$ cat src/logic/epwm_regs.svh
`ifndef EPWM_REGS_SVH
`define EPWM_REGS_SVH

// control byte layout
`define CTRL_MODE_HI      7
`define CTRL_MODE_LO      6
`define CTRL_DIR_BIT      7
`define CTRL_EN_HI        3
`define CTRL_EN_LO        2
`define CTRL_POL_AC_BIT   1
`define CTRL_POL_BD_BIT   0
`define CTRL_PWM_ON       2'b11

// reset values
`define CTRL_RESET        8'h00
`define DEL_RESET         8'h00

// pin index within the four bridge pins
`define PIN_A             0
`define PIN_B             1
`define PIN_C             2
`define PIN_D             3

// timing: oscillator period and instruction clock period in ps
`define TOSC_PS           12500
`define CLK_PS            50000
`define LEAD_TOSC_PS00    (1 * `TOSC_PS)
`define LEAD_TOSC_PS01    (4 * `TOSC_PS)
`define LEAD_TOSC_PS1X    (16 * `TOSC_PS)

// cycles between period boundaries fit in this many bits (256 counts x 16 prescale)
`define LEN_W             13

`endif

$ cat src/logic/epwm_pkg.sv
package epwm_pkg;

    typedef enum logic [1:0] {
        MODE_SINGLE   = 2'b00,
        MODE_FULL_FWD = 2'b01,
        MODE_HALF     = 2'b10,
        MODE_FULL_REV = 2'b11
    } out_mode_e;

    typedef enum logic [2:0] {
        DB_IDLE   = 3'b001,
        DB_COUNT  = 3'b010,
        DB_ACTIVE = 3'b100
    } db_state_e;

endpackage

$ cat src/logic/deadband_delay.sv
`timescale 1ns/1ns
`include "epwm_regs.svh"

module deadband_delay
    import epwm_pkg::*;
(
    input  wire logic       clk,
    input  wire logic       rst,
    input  wire logic       level_in,
    input  wire logic [7:0] delay_count,
    output logic            level_out
);

    db_state_e  state_q;
    logic [7:0] cnt_q;

    // output is combinational so the only pipeline stage is the pin flop downstream
    always_comb begin
        level_out = level_in & ((delay_count == 8'h00) || (state_q == DB_ACTIVE) ||
                    ((state_q == DB_COUNT) && (cnt_q == delay_count)));
    end

    always_ff @(posedge clk) begin
        if (rst) begin
            state_q <= DB_IDLE;
            cnt_q   <= 8'h00;
        end else if (!level_in) begin
            // falling edge passes at once and aborts a pending delay
            state_q <= DB_IDLE;
            cnt_q   <= 8'h00;
        end else begin
            case (state_q)
                DB_IDLE: begin
                    if (delay_count == 8'h00) begin
                        state_q <= DB_ACTIVE;
                    end else begin
                        state_q <= DB_COUNT;
                        cnt_q   <= 8'h01;
                    end
                end
                DB_COUNT: begin
                    if (cnt_q >= delay_count) begin
                        state_q <= DB_ACTIVE;
                    end else begin
                        cnt_q <= cnt_q + 8'h01;
                    end
                end
                DB_ACTIVE: begin
                    state_q <= DB_ACTIVE;
                end
                default: begin
                    state_q <= DB_IDLE;
                end
            endcase
        end
    end

endmodule

$ cat src/logic/dir_lead_timer.sv
`timescale 1ns/1ns
`include "epwm_regs.svh"

module dir_lead_timer
    import epwm_pkg::*;
(
    input  wire logic       clk,
    input  wire logic       rst,
    input  wire logic       period_boundary,
    input  wire logic [1:0] timer_prescale_select,
    output logic            lead_reached
);

    localparam int LEAD00 = (`LEAD_TOSC_PS00 + `CLK_PS - 1) / `CLK_PS;
    localparam int LEAD01 = (`LEAD_TOSC_PS01 + `CLK_PS - 1) / `CLK_PS;
    localparam int LEAD1X = (`LEAD_TOSC_PS1X + `CLK_PS - 1) / `CLK_PS;
    localparam logic [`LEN_W-1:0] LEAD00_C = LEAD00[`LEN_W-1:0];
    localparam logic [`LEN_W-1:0] LEAD01_C = LEAD01[`LEN_W-1:0];
    localparam logic [`LEN_W-1:0] LEAD1X_C = LEAD1X[`LEN_W-1:0];
    localparam logic [`LEN_W-1:0] LEN_MAX  = {`LEN_W{1'b1}};

    logic [`LEN_W-1:0] cnt_q;
    logic [`LEN_W-1:0] last_len_q;
    logic              len_valid_q;
    logic [`LEN_W-1:0] lead;

    always_comb begin
        case (timer_prescale_select)
            2'b00:   lead = LEAD00_C;
            2'b01:   lead = LEAD01_C;
            default: lead = LEAD1X_C;
        endcase
    end

    // the period length is learnt from the previous cycle; a period change
    // therefore shifts the lead point for one cycle only
    always_comb begin
        lead_reached = len_valid_q && (last_len_q > lead) &&
                       ((cnt_q + 1'b1) >= (last_len_q - lead));
    end

    always_ff @(posedge clk) begin
        if (rst) begin
            cnt_q       <= '0;
            last_len_q  <= '0;
            len_valid_q <= 1'b0;
        end else if (period_boundary) begin
            cnt_q       <= '0;
            last_len_q  <= (cnt_q == LEN_MAX) ? LEN_MAX : cnt_q + 1'b1;
            len_valid_q <= 1'b1;
        end else if (cnt_q != LEN_MAX) begin
            cnt_q <= cnt_q + 1'b1;
        end
    end

endmodule

$ cat src/logic/enhanced_bridge_pwm_steering.sv
// Functional notes
// - four outputs; mode bits 7:6, polarity 1:0
// - software picks active-high or active-low outputs
// - control shadowed, loaded at period boundary
// - deadband loads at duty or period boundary
// - outputs lag standard waveform one cycle
// - single, half, full forward, full reverse
// - single mode: standard waveform on A
// - half-bridge: PWM on A, complement B
// - half-bridge: active edge delayed deadband count
// - delay above duty keeps output inactive
// - deadband never delays active-to-inactive edge
// - full forward: A held, D modulated
// - full reverse: C held, B modulated
// - full-bridge has no deadband delay
// - direction bit change applies next cycle
// - A/C switch early by prescale lead
// - B and D inactive during direction transition
// - latches valid after one cycle, flag rises
// - pins undriven until configured as outputs
// - eight-bit deadband counts instruction cycles
// - PWM outputs override parallel slave port
`timescale 1ns/1ns
`include "epwm_regs.svh"

module enhanced_bridge_pwm_steering
    import epwm_pkg::*;
(
    input  wire logic       clk,
    input  wire logic       rst,
    input  wire logic [7:0] enhanced_pwm_control,
    input  wire logic [7:0] deadband_count_value,
    input  wire logic [3:0] port_direction_bits,
    input  wire logic [1:0] timer_prescale_select,
    input  wire logic       period_boundary,
    input  wire logic       duty_active,
    input  wire logic       duty_boundary,
    input  wire logic       flag_clear,
    output logic            bridge_output_a,
    output logic            bridge_output_a_oe,
    output logic            bridge_output_b,
    output logic            bridge_output_b_oe,
    output logic            bridge_output_c,
    output logic            bridge_output_c_oe,
    output logic            bridge_output_d,
    output logic            bridge_output_d_oe,
    output logic [3:0]      parallel_slave_port_override,
    output logic            period_timer_flag,
    output logic            first_cycle_done
);

    function automatic logic is_full(input logic [1:0] m);
        is_full = (m == MODE_FULL_FWD) || (m == MODE_FULL_REV);
    endfunction

    function automatic logic pwm_on(input logic [7:0] c);
        pwm_on = (c[`CTRL_EN_HI:`CTRL_EN_LO] == `CTRL_PWM_ON);
    endfunction

    // pins taken over from the parallel port in each configuration
    function automatic logic [3:0] owns_of(input logic [1:0] m);
        case (m)
            MODE_SINGLE: owns_of = 4'b0001;
            MODE_HALF:   owns_of = 4'b0011;
            default:     owns_of = 4'b1111;
        endcase
    endfunction

    function automatic logic low_active(input logic [7:0] c, input int idx);
        if ((idx == `PIN_A) || (idx == `PIN_C)) begin
            low_active = c[`CTRL_POL_AC_BIT];
        end else begin
            low_active = c[`CTRL_POL_BD_BIT];
        end
    endfunction

    logic [7:0] ctrl_act_q;
    logic [7:0] del_act_q;
    logic       del_loaded_q;
    logic       trans_q;
    logic       enabled_seen_q;
    logic       first_done_q;
    logic       flag_q;
    logic [3:0] pin_q;
    logic [3:0] oe_q;
    logic [3:0] owns_q;

    logic [1:0] act_mode;
    logic [1:0] new_mode;
    logic       enabled;
    logic       lead_reached;
    logic [1:0] db_in;
    logic [1:0] db_out;
    logic [3:0] active_d;
    logic [3:0] owns_d;
    logic [3:0] pol_low;
    logic       db_load;
    logic [7:0] del_use;
    logic       dir_change;

    assign act_mode = ctrl_act_q[`CTRL_MODE_HI:`CTRL_MODE_LO];
    assign new_mode = enhanced_pwm_control[`CTRL_MODE_HI:`CTRL_MODE_LO];
    assign enabled  = pwm_on(ctrl_act_q);

    // shadow copy goes live only at the timer reset so no output glitches mid-cycle
    always_ff @(posedge clk) begin
        if (rst) begin
            ctrl_act_q <= `CTRL_RESET;
        end else if (period_boundary) begin
            ctrl_act_q <= enhanced_pwm_control;
        end
    end

    // deadband loads at the first duty boundary of each cycle, and at a period boundary only if no duty boundary came since the last one; the
    // value being loaded already times the edge that starts on that boundary
    assign db_load = (period_boundary || duty_boundary) && !del_loaded_q;
    assign del_use = db_load ? deadband_count_value : del_act_q;

    always_ff @(posedge clk) begin
        if (rst) begin
            del_act_q <= `DEL_RESET;
        end else if (db_load) begin
            del_act_q <= deadband_count_value;
        end
    end

    // a period boundary re-arms the load for the next cycle
    always_ff @(posedge clk) begin
        if (rst) begin
            del_loaded_q <= 1'b0;
        end else if (period_boundary) begin
            del_loaded_q <= 1'b0;
        end else if (duty_boundary) begin
            del_loaded_q <= 1'b1;
        end
    end

    dir_lead_timer u_lead (
        .clk                   (clk),
        .rst                   (rst),
        .period_boundary       (period_boundary),
        .timer_prescale_select (timer_prescale_select),
        .lead_reached          (lead_reached)
    );

    // a live full-bridge run whose shadow asks for the other direction
    assign dir_change = enabled && is_full(act_mode) && is_full(new_mode) &&
                        pwm_on(enhanced_pwm_control) &&
                        (new_mode[1] != act_mode[1]);

    // transition interval: from the lead point to the boundary that
    // makes the new direction the active one
    always_ff @(posedge clk) begin
        if (rst) begin
            trans_q <= 1'b0;
        end else if (period_boundary) begin
            trans_q <= 1'b0;
        end else if (dir_change && lead_reached) begin
            trans_q <= 1'b1;
        end
    end

    assign db_in[0] = duty_active;
    assign db_in[1] = ~duty_active;

    genvar g;
    generate
        for (g = 0; g < 2; g++) begin : g_db
            deadband_delay u_db (
                .clk         (clk),
                .rst         (rst),
                .level_in    (db_in[g] & enabled & (act_mode == MODE_HALF)),
                .delay_count (del_use),
                .level_out   (db_out[g])
            );
        end
    endgenerate

    always_comb begin
        owns_d = 4'h0;
        if (enabled) begin
            owns_d = owns_of(act_mode);
        end
    end

    always_comb begin
        active_d = 4'h0;
        if (enabled) begin
            case (act_mode)
                MODE_SINGLE: begin
                    active_d[`PIN_A] = duty_active;
                end
                MODE_HALF: begin
                    // each leg passes through its own deadband counter
                    active_d[`PIN_A] = db_out[0];
                    active_d[`PIN_B] = db_out[1];
                end
                MODE_FULL_FWD, MODE_FULL_REV: begin
                    // no deadband: only one leg is modulated at a time
                    if (trans_q) begin
                        // modulated legs stay off while the held legs swap
                        active_d[`PIN_A] = (new_mode == MODE_FULL_FWD);
                        active_d[`PIN_C] = (new_mode == MODE_FULL_REV);
                        active_d[`PIN_B] = 1'b0;
                        active_d[`PIN_D] = 1'b0;
                    end else if (act_mode == MODE_FULL_FWD) begin
                        active_d[`PIN_A] = 1'b1;
                        active_d[`PIN_D] = duty_active;
                    end else begin
                        active_d[`PIN_C] = 1'b1;
                        active_d[`PIN_B] = duty_active;
                    end
                end
                default: begin
                    active_d = 4'h0;
                end
            endcase
        end
    end

    // a and c share one polarity bit, b and d the other
    generate
        for (g = 0; g < 4; g++) begin : g_pol
            assign pol_low[g] = low_active(ctrl_act_q, g);
        end
    endgenerate

    // the pin flop is the single stage behind the timer reset
    always_ff @(posedge clk) begin
        if (rst) begin
            pin_q <= 4'h0;
        end else begin
            pin_q <= active_d ^ pol_low;
        end
    end

    // port takeover follows the live configuration, not the direction bits
    always_ff @(posedge clk) begin
        if (rst) begin
            owns_q <= 4'h0;
        end else begin
            owns_q <= owns_d;
        end
    end

    // a pin set as input stays undriven whatever the stage is doing
    always_ff @(posedge clk) begin
        if (rst) begin
            oe_q <= 4'h0;
        end else begin
            oe_q <= owns_d & ~port_direction_bits;
        end
    end

    // completion of one full cycle after enabling: the first enabled boundary
    // only starts the cycle, the second one ends it
    always_ff @(posedge clk) begin
        if (rst) begin
            enabled_seen_q <= 1'b0;
        end else if (!pwm_on(enhanced_pwm_control)) begin
            enabled_seen_q <= 1'b0;
        end else if (period_boundary) begin
            enabled_seen_q <= 1'b1;
        end
    end

    always_ff @(posedge clk) begin
        if (rst) begin
            first_done_q <= 1'b0;
        end else if (!pwm_on(enhanced_pwm_control)) begin
            first_done_q <= 1'b0;
        end else if (period_boundary) begin
            first_done_q <= enabled_seen_q | first_done_q;
        end
    end

    // sticky flag: a boundary in the same cycle as a clear wins
    always_ff @(posedge clk) begin
        if (rst) begin
            flag_q <= 1'b0;
        end else if (period_boundary) begin
            flag_q <= 1'b1;
        end else if (flag_clear) begin
            flag_q <= 1'b0;
        end
    end

    // every pin, enable and status output leaves straight from a flop
    assign bridge_output_a              = pin_q[`PIN_A];
    assign bridge_output_b              = pin_q[`PIN_B];
    assign bridge_output_c              = pin_q[`PIN_C];
    assign bridge_output_d              = pin_q[`PIN_D];
    assign bridge_output_a_oe           = oe_q[`PIN_A];
    assign bridge_output_b_oe           = oe_q[`PIN_B];
    assign bridge_output_c_oe           = oe_q[`PIN_C];
    assign bridge_output_d_oe           = oe_q[`PIN_D];
    assign parallel_slave_port_override = owns_q;
    assign period_timer_flag            = flag_q;
    assign first_cycle_done             = first_done_q;

endmodule

$ cat config.mk
export PLATFORM = sky130hd
export DESIGN_NAME = enhanced_bridge_pwm_steering
export DESIGN_NICKNAME = d
export VERILOG_FILES = /design/src/logic/epwm_pkg.sv /design/src/logic/deadband_delay.sv /design/src/logic/dir_lead_timer.sv /design/src/logic/enhanced_bridge_pwm_steering.sv
export VERILOG_INCLUDE_DIRS = /design/src /design/src/logic
export SDC_FILE = /design/constraint.sdc
export NUM_CORES = 1
export LEC_CHECK = 0
export BUFFER_PORTS_ARGS = -buffer_cell sky130_fd_sc_hd__buf_2
export CORE_UTILIZATION = 45
export DETAILED_ROUTE_END_ITERATION = 8
export PLACE_DENSITY = 0.66
export SETUP_SLACK_MARGIN = 0.15
export SLEW_MARGIN = 0
export SYNTH_ARGS = -nofsm -noshare
export SYNTH_HDL_FRONTEND = slang
export SYNTH_SLANG_ARGS = --single-unit
export TNS_END_PERCENT = 30
$ cat constraint.sdc
create_clock -name clk -period 4.4 [get_ports clk]
set_input_delay 0.22 -clock clk [delete_from_list [all_inputs] [get_ports clk]]
set_output_delay 0.22 -clock clk [all_outputs]
set_load 0.005 [all_outputs]
# Word level (Yosys, flattened, before mapping)
# Cells that the tools add are included.
# word_totals
ff_bits,82
ram_bits,0
out_inout_bits,14
latchBits,0
rom_bits,0
word_cells,121
memories,0
# classes
shift,0
addsub,4
n_mul,0
order_cmp,4
n_eq_ne,25
div_mod_pow,0
muxes,25
n_reduce_logical,32
bitwise_logic,14
# op_table
op,n
two-way mux 8 bit,4
case mux 8 bit (2 select lines),2
case mux 3 bit (3 select lines),2
"adder 8 x 1 -> 8 bit, second input constant",2
== test 8 bit,2
>= comparator 8 bit,2
"adder 13 x 1 -> 13 bit, second input constant",1
"== test 13 bit, second input constant",1
>= comparator 13 bit,1
> comparator 13 x 3 -> 1 bit,1
two-way mux 13 bit,1
"inequality test 13 bit, second input constant",1
subtractor 13 x 3 -> 13 bit,1
two-way mux 3 bit,4
two-way mux 4 bit,3
"inequality test 2 bit, second input constant",6
OR reduction 2 bit,6
"== test 2 bit, second input constant",5
logical AND 1 bit,10
zero test 8 bit,1
case mux 4 bit (2 select lines),1
logical OR 1 bit,7
bitwise AND 1 bit,6
"== test 2 x 1 -> 1 bit, second input constant",3
17 further kinds,31

# Logic depth before layout (Yosys ltp)
# logic_depth
ltp_word,10
mapped_depth,13
mapped_depth_nobuf,13

# Cells and area by module
# From an unflattened synthesis, not the netlist that was laid out.
# hier_totals
hier_cells,511
hier_area_um2,4581.9
# modules_own_cells
module,area_per_inst_um2,cells_per_inst,seq_area_each_um2,instances
deadband_delay,858.3,99,220.2,2
dir_lead_timer,1644.1,193,540.5,1
enhanced_bridge_pwm_steering,1221.2,120,600.6,1

# Worst setup path before layout
# No wires, ideal clock.
# synth_path
path_kind,input to register
startpoint,input port period_boundary
endpoint,register g_db[0].u_db.cnt_q[7]
path_stages,10
arrival_time_ns,2.954
slack_ns,1.376
required_time_ns,4.330
path_cell_list,clkbuf_1 -> o21bai_1 -> buf_2 -> mux2i_1 -> ha_1 -> a21o_1 -> a2111o_1 -> or4_1 -> or3_1 -> a21oi_1
# synth_via
elab_chain_cells,6
# synth_lines
element,line_no,source
"start, declared",enhanced_bridge_pwm_steering.sv:35,"input wire logic period_boundary,"
logical OR 1 bit *,enhanced_bridge_pwm_steering.sv:116,assign db_load = (period_boundary || duty_boundary) && !del_loaded_q;
logical AND 1 bit *,enhanced_bridge_pwm_steering.sv:116,
two-way mux 8 bit *,--,
>= comparator 8 bit / zero test 8 bit (equally long branches),"deadband_delay.sv:42, deadband_delay.sv:34",
inequality test 2 bit (no source line),--,
AND reduction 3 bit (no source line) *,--,
"end signal, assigned",deadband_delay.sv:45,cnt_q <= cnt_q + 8'h01;
"end, declared",deadband_delay.sv:15,logic [7:0] cnt_q;
# Every way passes the cells marked *; elsewhere a longest branch is shown, timed or not.
# A chain may end at the register's enable or synchronous reset.

# Worst setup path after layout
# layout_path
startpoint,register del_loaded_q
endpoint,register g_db[0].u_db.cnt_q[7]
# layout_via
elab_chain_cells,6
# layout_lines
element,line_no,source
"start, declared",enhanced_bridge_pwm_steering.sv:79,logic del_loaded_q;
"start signal, assigned",enhanced_bridge_pwm_steering.sv:130,del_loaded_q <= 1'b0;
"start signal, assigned",enhanced_bridge_pwm_steering.sv:132,del_loaded_q <= 1'b0;
"start signal, assigned",enhanced_bridge_pwm_steering.sv:134,del_loaded_q <= 1'b1;
zero test 1 bit *,enhanced_bridge_pwm_steering.sv:116,
logical AND 1 bit *,enhanced_bridge_pwm_steering.sv:116,
two-way mux 8 bit *,--,
>= comparator 8 bit / zero test 8 bit (equally long branches),"deadband_delay.sv:42, deadband_delay.sv:34",
inequality test 2 bit (no source line),--,
AND reduction 3 bit (no source line) *,--,
# Marks and branches as above.

==> reports/results.ini <==
[outcome]
status=complete, no violations

[timing]
worst_slew_pin_slew_ns=0.774
fin_setup_tns_ns=0
period_minus_slack_ns=3.09
setup_viol=0
setup_ws_ns=1.31
relSlewSlack_pct=48.4
finalMaxSlewViolations=0
rsz0062_at_grt=false
fin_crit_sh_pct=70.2
fmax_mhz=324
hold_viol=0
fin_worst_skew_ns=0.0163

[grt]
antenna_found_initial=0
met3_usage_pct=4.57
grt_pass1_vias=3485
grt_max_degree=41
grt-busiest-layer=met2
met1_usage_pct=27.3
overflow=0
use_met2_pct=34.6
grt_usage_pct=20.7
grt_pass1_wl_um=16300

[floorplan]
rows=35
start_util_pct=46.2
io_pins=42
die_h_um=99.1
core_area_um2=9200
fp.dieW_um=99.1
dieArea_um2=9830

[synth]
synth_fp_nets=561
synthFlopType=dfxtp_1
synth.yosys.warnings=0
yosys_register_bits=79
synth_xor_area_share_pct=5.16
postSynthCellCount=498
synth-simple-area-share_pct=23.7
synth_cell_types=56
synth_compound_area_share_pct=16.0
yosysSeqAreaShare_pct=37.2
synth-async-reset-ratio_pct=0
synth_area_leaders=dfxtp_1 37%, ha_1 10%, nor2_1 6.1%
synth_edf_count=0
synth_top_family_by_area=simple AND/OR/NAND/NOR gates
muxShareOfSynthArea_pct=3.86
yosys.area.top_type_share_pct=37.2
synth_largest_area_cell=dfxtp_1
avgSynthCellArea_um2=8.53
netlist_area_um2=4250
synthAdderAreaFrac_pct=10.3

[setup_path]
cp.arrival_ns=3.38
rrSetupSlack_ns=1.31
r2r-end=g_db[0].u_db.cnt_q[7]$_SDFFE_PP0P_
worstPathRequired_ns=4.69
reg2regPathDepth=8
cp-start-kind=flip-flop
crit_path_end_kind=flip-flop
critPathKind=reg -> reg
crit-reg2reg-launch=del_loaded_q$_SDFFE_PP0P_
worstSetupStartpoint=del_loaded_q$_SDFFE_PP0P_
crit_fanout=9
crit_end=g_db[0].u_db.cnt_q[7]$_SDFFE_PP0P_

[cells_and_area]
finalNetCount=596
diodes=0
drive_above_1_share_pct=12.3
layout_common_cells=79 x dfxtp_1, 69 x nor2_1, 38 x buf_2, 35 x ha_1, 34 x a21oi_1
fin_cells=649
syn_to_final_growth_pct=13.4
mostFrequentLayoutCell=dfxtp_1

[route]
vias=3682
drc=0
vias_per_cell=5.67
drt_iter0_drc=129
firstDrtPassIters=4
drtAntennaViolNets=0
wl_per_cell_um=15.0
wirelength_um=9710

[min_path]
min_path_type=in -> reg

[cts]
clk_latency_ns=0.36
htreeDepth=3
cts.clk_slew.worst_paths_ns=0.09
cts_tree=built
cts_buffer_depth=2
cts_buffers=9
numClockSinks=79
cts-root-buf=clkbuf_8
post_cts_resized=0

[job]
maxCapViolCount=0

[placed_design]
gp_congestion=0.826
dp_slack_ns=1.15
portBuffers=38
dpl.hpwl_um=7080
dp.cells=630

[power]
power.density_nw_per_um2=345
p_leak_uw=0.00201
peakVddDrop_mv=0.171

-- state kept, by name, summed over array words and instances (netlist names) --
signal	count
enabled_seen_q	1
g_db.u_db.cnt_q	16
ctrl_act_q	6
u_lead.cnt_q	13
trans_q	1
u_lead.len_valid_q	1
pin_q	4
period_timer_flag	1
del_act_q	8
parallel_slave_port_override	3
del_loaded_q	1
first_cycle_done	1
oe_q	4
u_lead.last_len_q	13
g_db.u_db.state_q	6
-- timing repair --
action,in CTS,in global routing
buffers inserted,0,0
hold buffers,3,0
endpoints found under the hold margin,3,0
-- critical path, cell delays in order, from the launching register on --
cell	delay, ns
dfxtp_1	0.33
o21bai_1	0.21
mux2i_1	0.37
ha_1	0.31
a21o_1	0.21
a2111o_1	0.55
or4_1	0.57
or3_1	0.32
a21oi_1	0.14
-- metal layers --
metal / vias up / part of all wire, %
li1: 1886 / -
met1: 1718 / 48
met2: 69 / 47
met3: 9 / 3.6
met4: 0 / 0.88
met5: - / 0
-- final cells by class --
type,instances,area [µm²]
fill,871,4380
clock inverter,7,143
clock buffer,9,124
multi-input combinational,378,2510
sequential,79,1580
inverter,21,78.8
tap,111,139
timing repair buffer,44,243
-- worst min path at each step --
stage / slack (ns) / endpoint / startpoint / cells past startpoint
finish: 0.03 / oe_q[0]$_SDFF_PP0_ / port_direction_bits[0] / 2
global route: 0.02 / oe_q[0]$_SDFF_PP0_ / port_direction_bits[0] / 2
CTS: 0.02 / oe_q[0]$_SDFF_PP0_ / port_direction_bits[0] / 2
detailed placement: 0.38 / oe_q[1]$_SDFF_PP0_ / port_direction_bits[1] / 2
global placement: 0.38 / oe_q[1]$_SDFF_PP0_ / port_direction_bits[1] / 2
floorplan: 0.29 / oe_q[1]$_SDFF_PP0_ / port_direction_bits[1] / 1
-- Yosys cell counts (2+ instances only) --
| cell | n |
|---|---|
| a311oi_1 | 7 |
| o21ai_0 | 18 |
| and2_1 | 5 |
| inv_1 | 21 |
| nand2b_1 | 6 |
| o22ai_1 | 2 |
| xor2_1 | 8 |
| ha_1 | 35 |
| a31oi_1 | 2 |
| nand3_1 | 14 |
| nand2_1 | 30 |
| mux2_2 | 3 |
| or4_1 | 8 |
| xnor2_1 | 17 |
| or2_2 | 2 |
| a211o_1 | 2 |
| dfxtp_1 | 79 |
| a21oi_1 | 34 |
| nand4_1 | 13 |
| nor4_1 | 11 |
| nor2_1 | 69 |
| a41oi_1 | 3 |
| nor2b_1 | 5 |
| a211oi_1 | 11 |
| nand3b_1 | 4 |
| o21a_1 | 4 |
| nor3_1 | 8 |
| or3_1 | 6 |
| buf_1 | 4 |
| mux2i_1 | 13 |
| nor3b_1 | 4 |
| and3_1 | 7 |
| clkbuf_1 | 14 |
| o31ai_1 | 7 |
-- cells by family after synthesis --
kind of cell             Yosys count
multiplexers                      16
adder cells (fa/ha/maj)           35
XOR/XNOR                          25
AO/OA/AOI/OAI                    103
flip-flops                        79
AND/OR/NAND/NOR                  199
buffers and inverters             41
-- power breakdown --
group | leakage [µW] | switching [µW] | total (µW) | internal, µW
logic | 0.00123 | 107 | 192 | 84.9
registers | 0.000644 | 18.5 | 752 | 734
clock network | 0.000134 | 282 | 718 | 436
-- metrics by stage --
stage,utilization (%),cell area [µm²],hold WS (ns),total power (µW)
final,52.4,4810,0.0281,1660
after global routing,52.4,4810,0.0241,1730
after CTS,52.4,4810,0.0162,1680
after detailed placement,49.1,4520,0.378,956
after global placement,49.1,4520,0.377,949
after floorplan,-,4250,0.292,902
No activity file was read; power rests on OpenSTA's default activity.
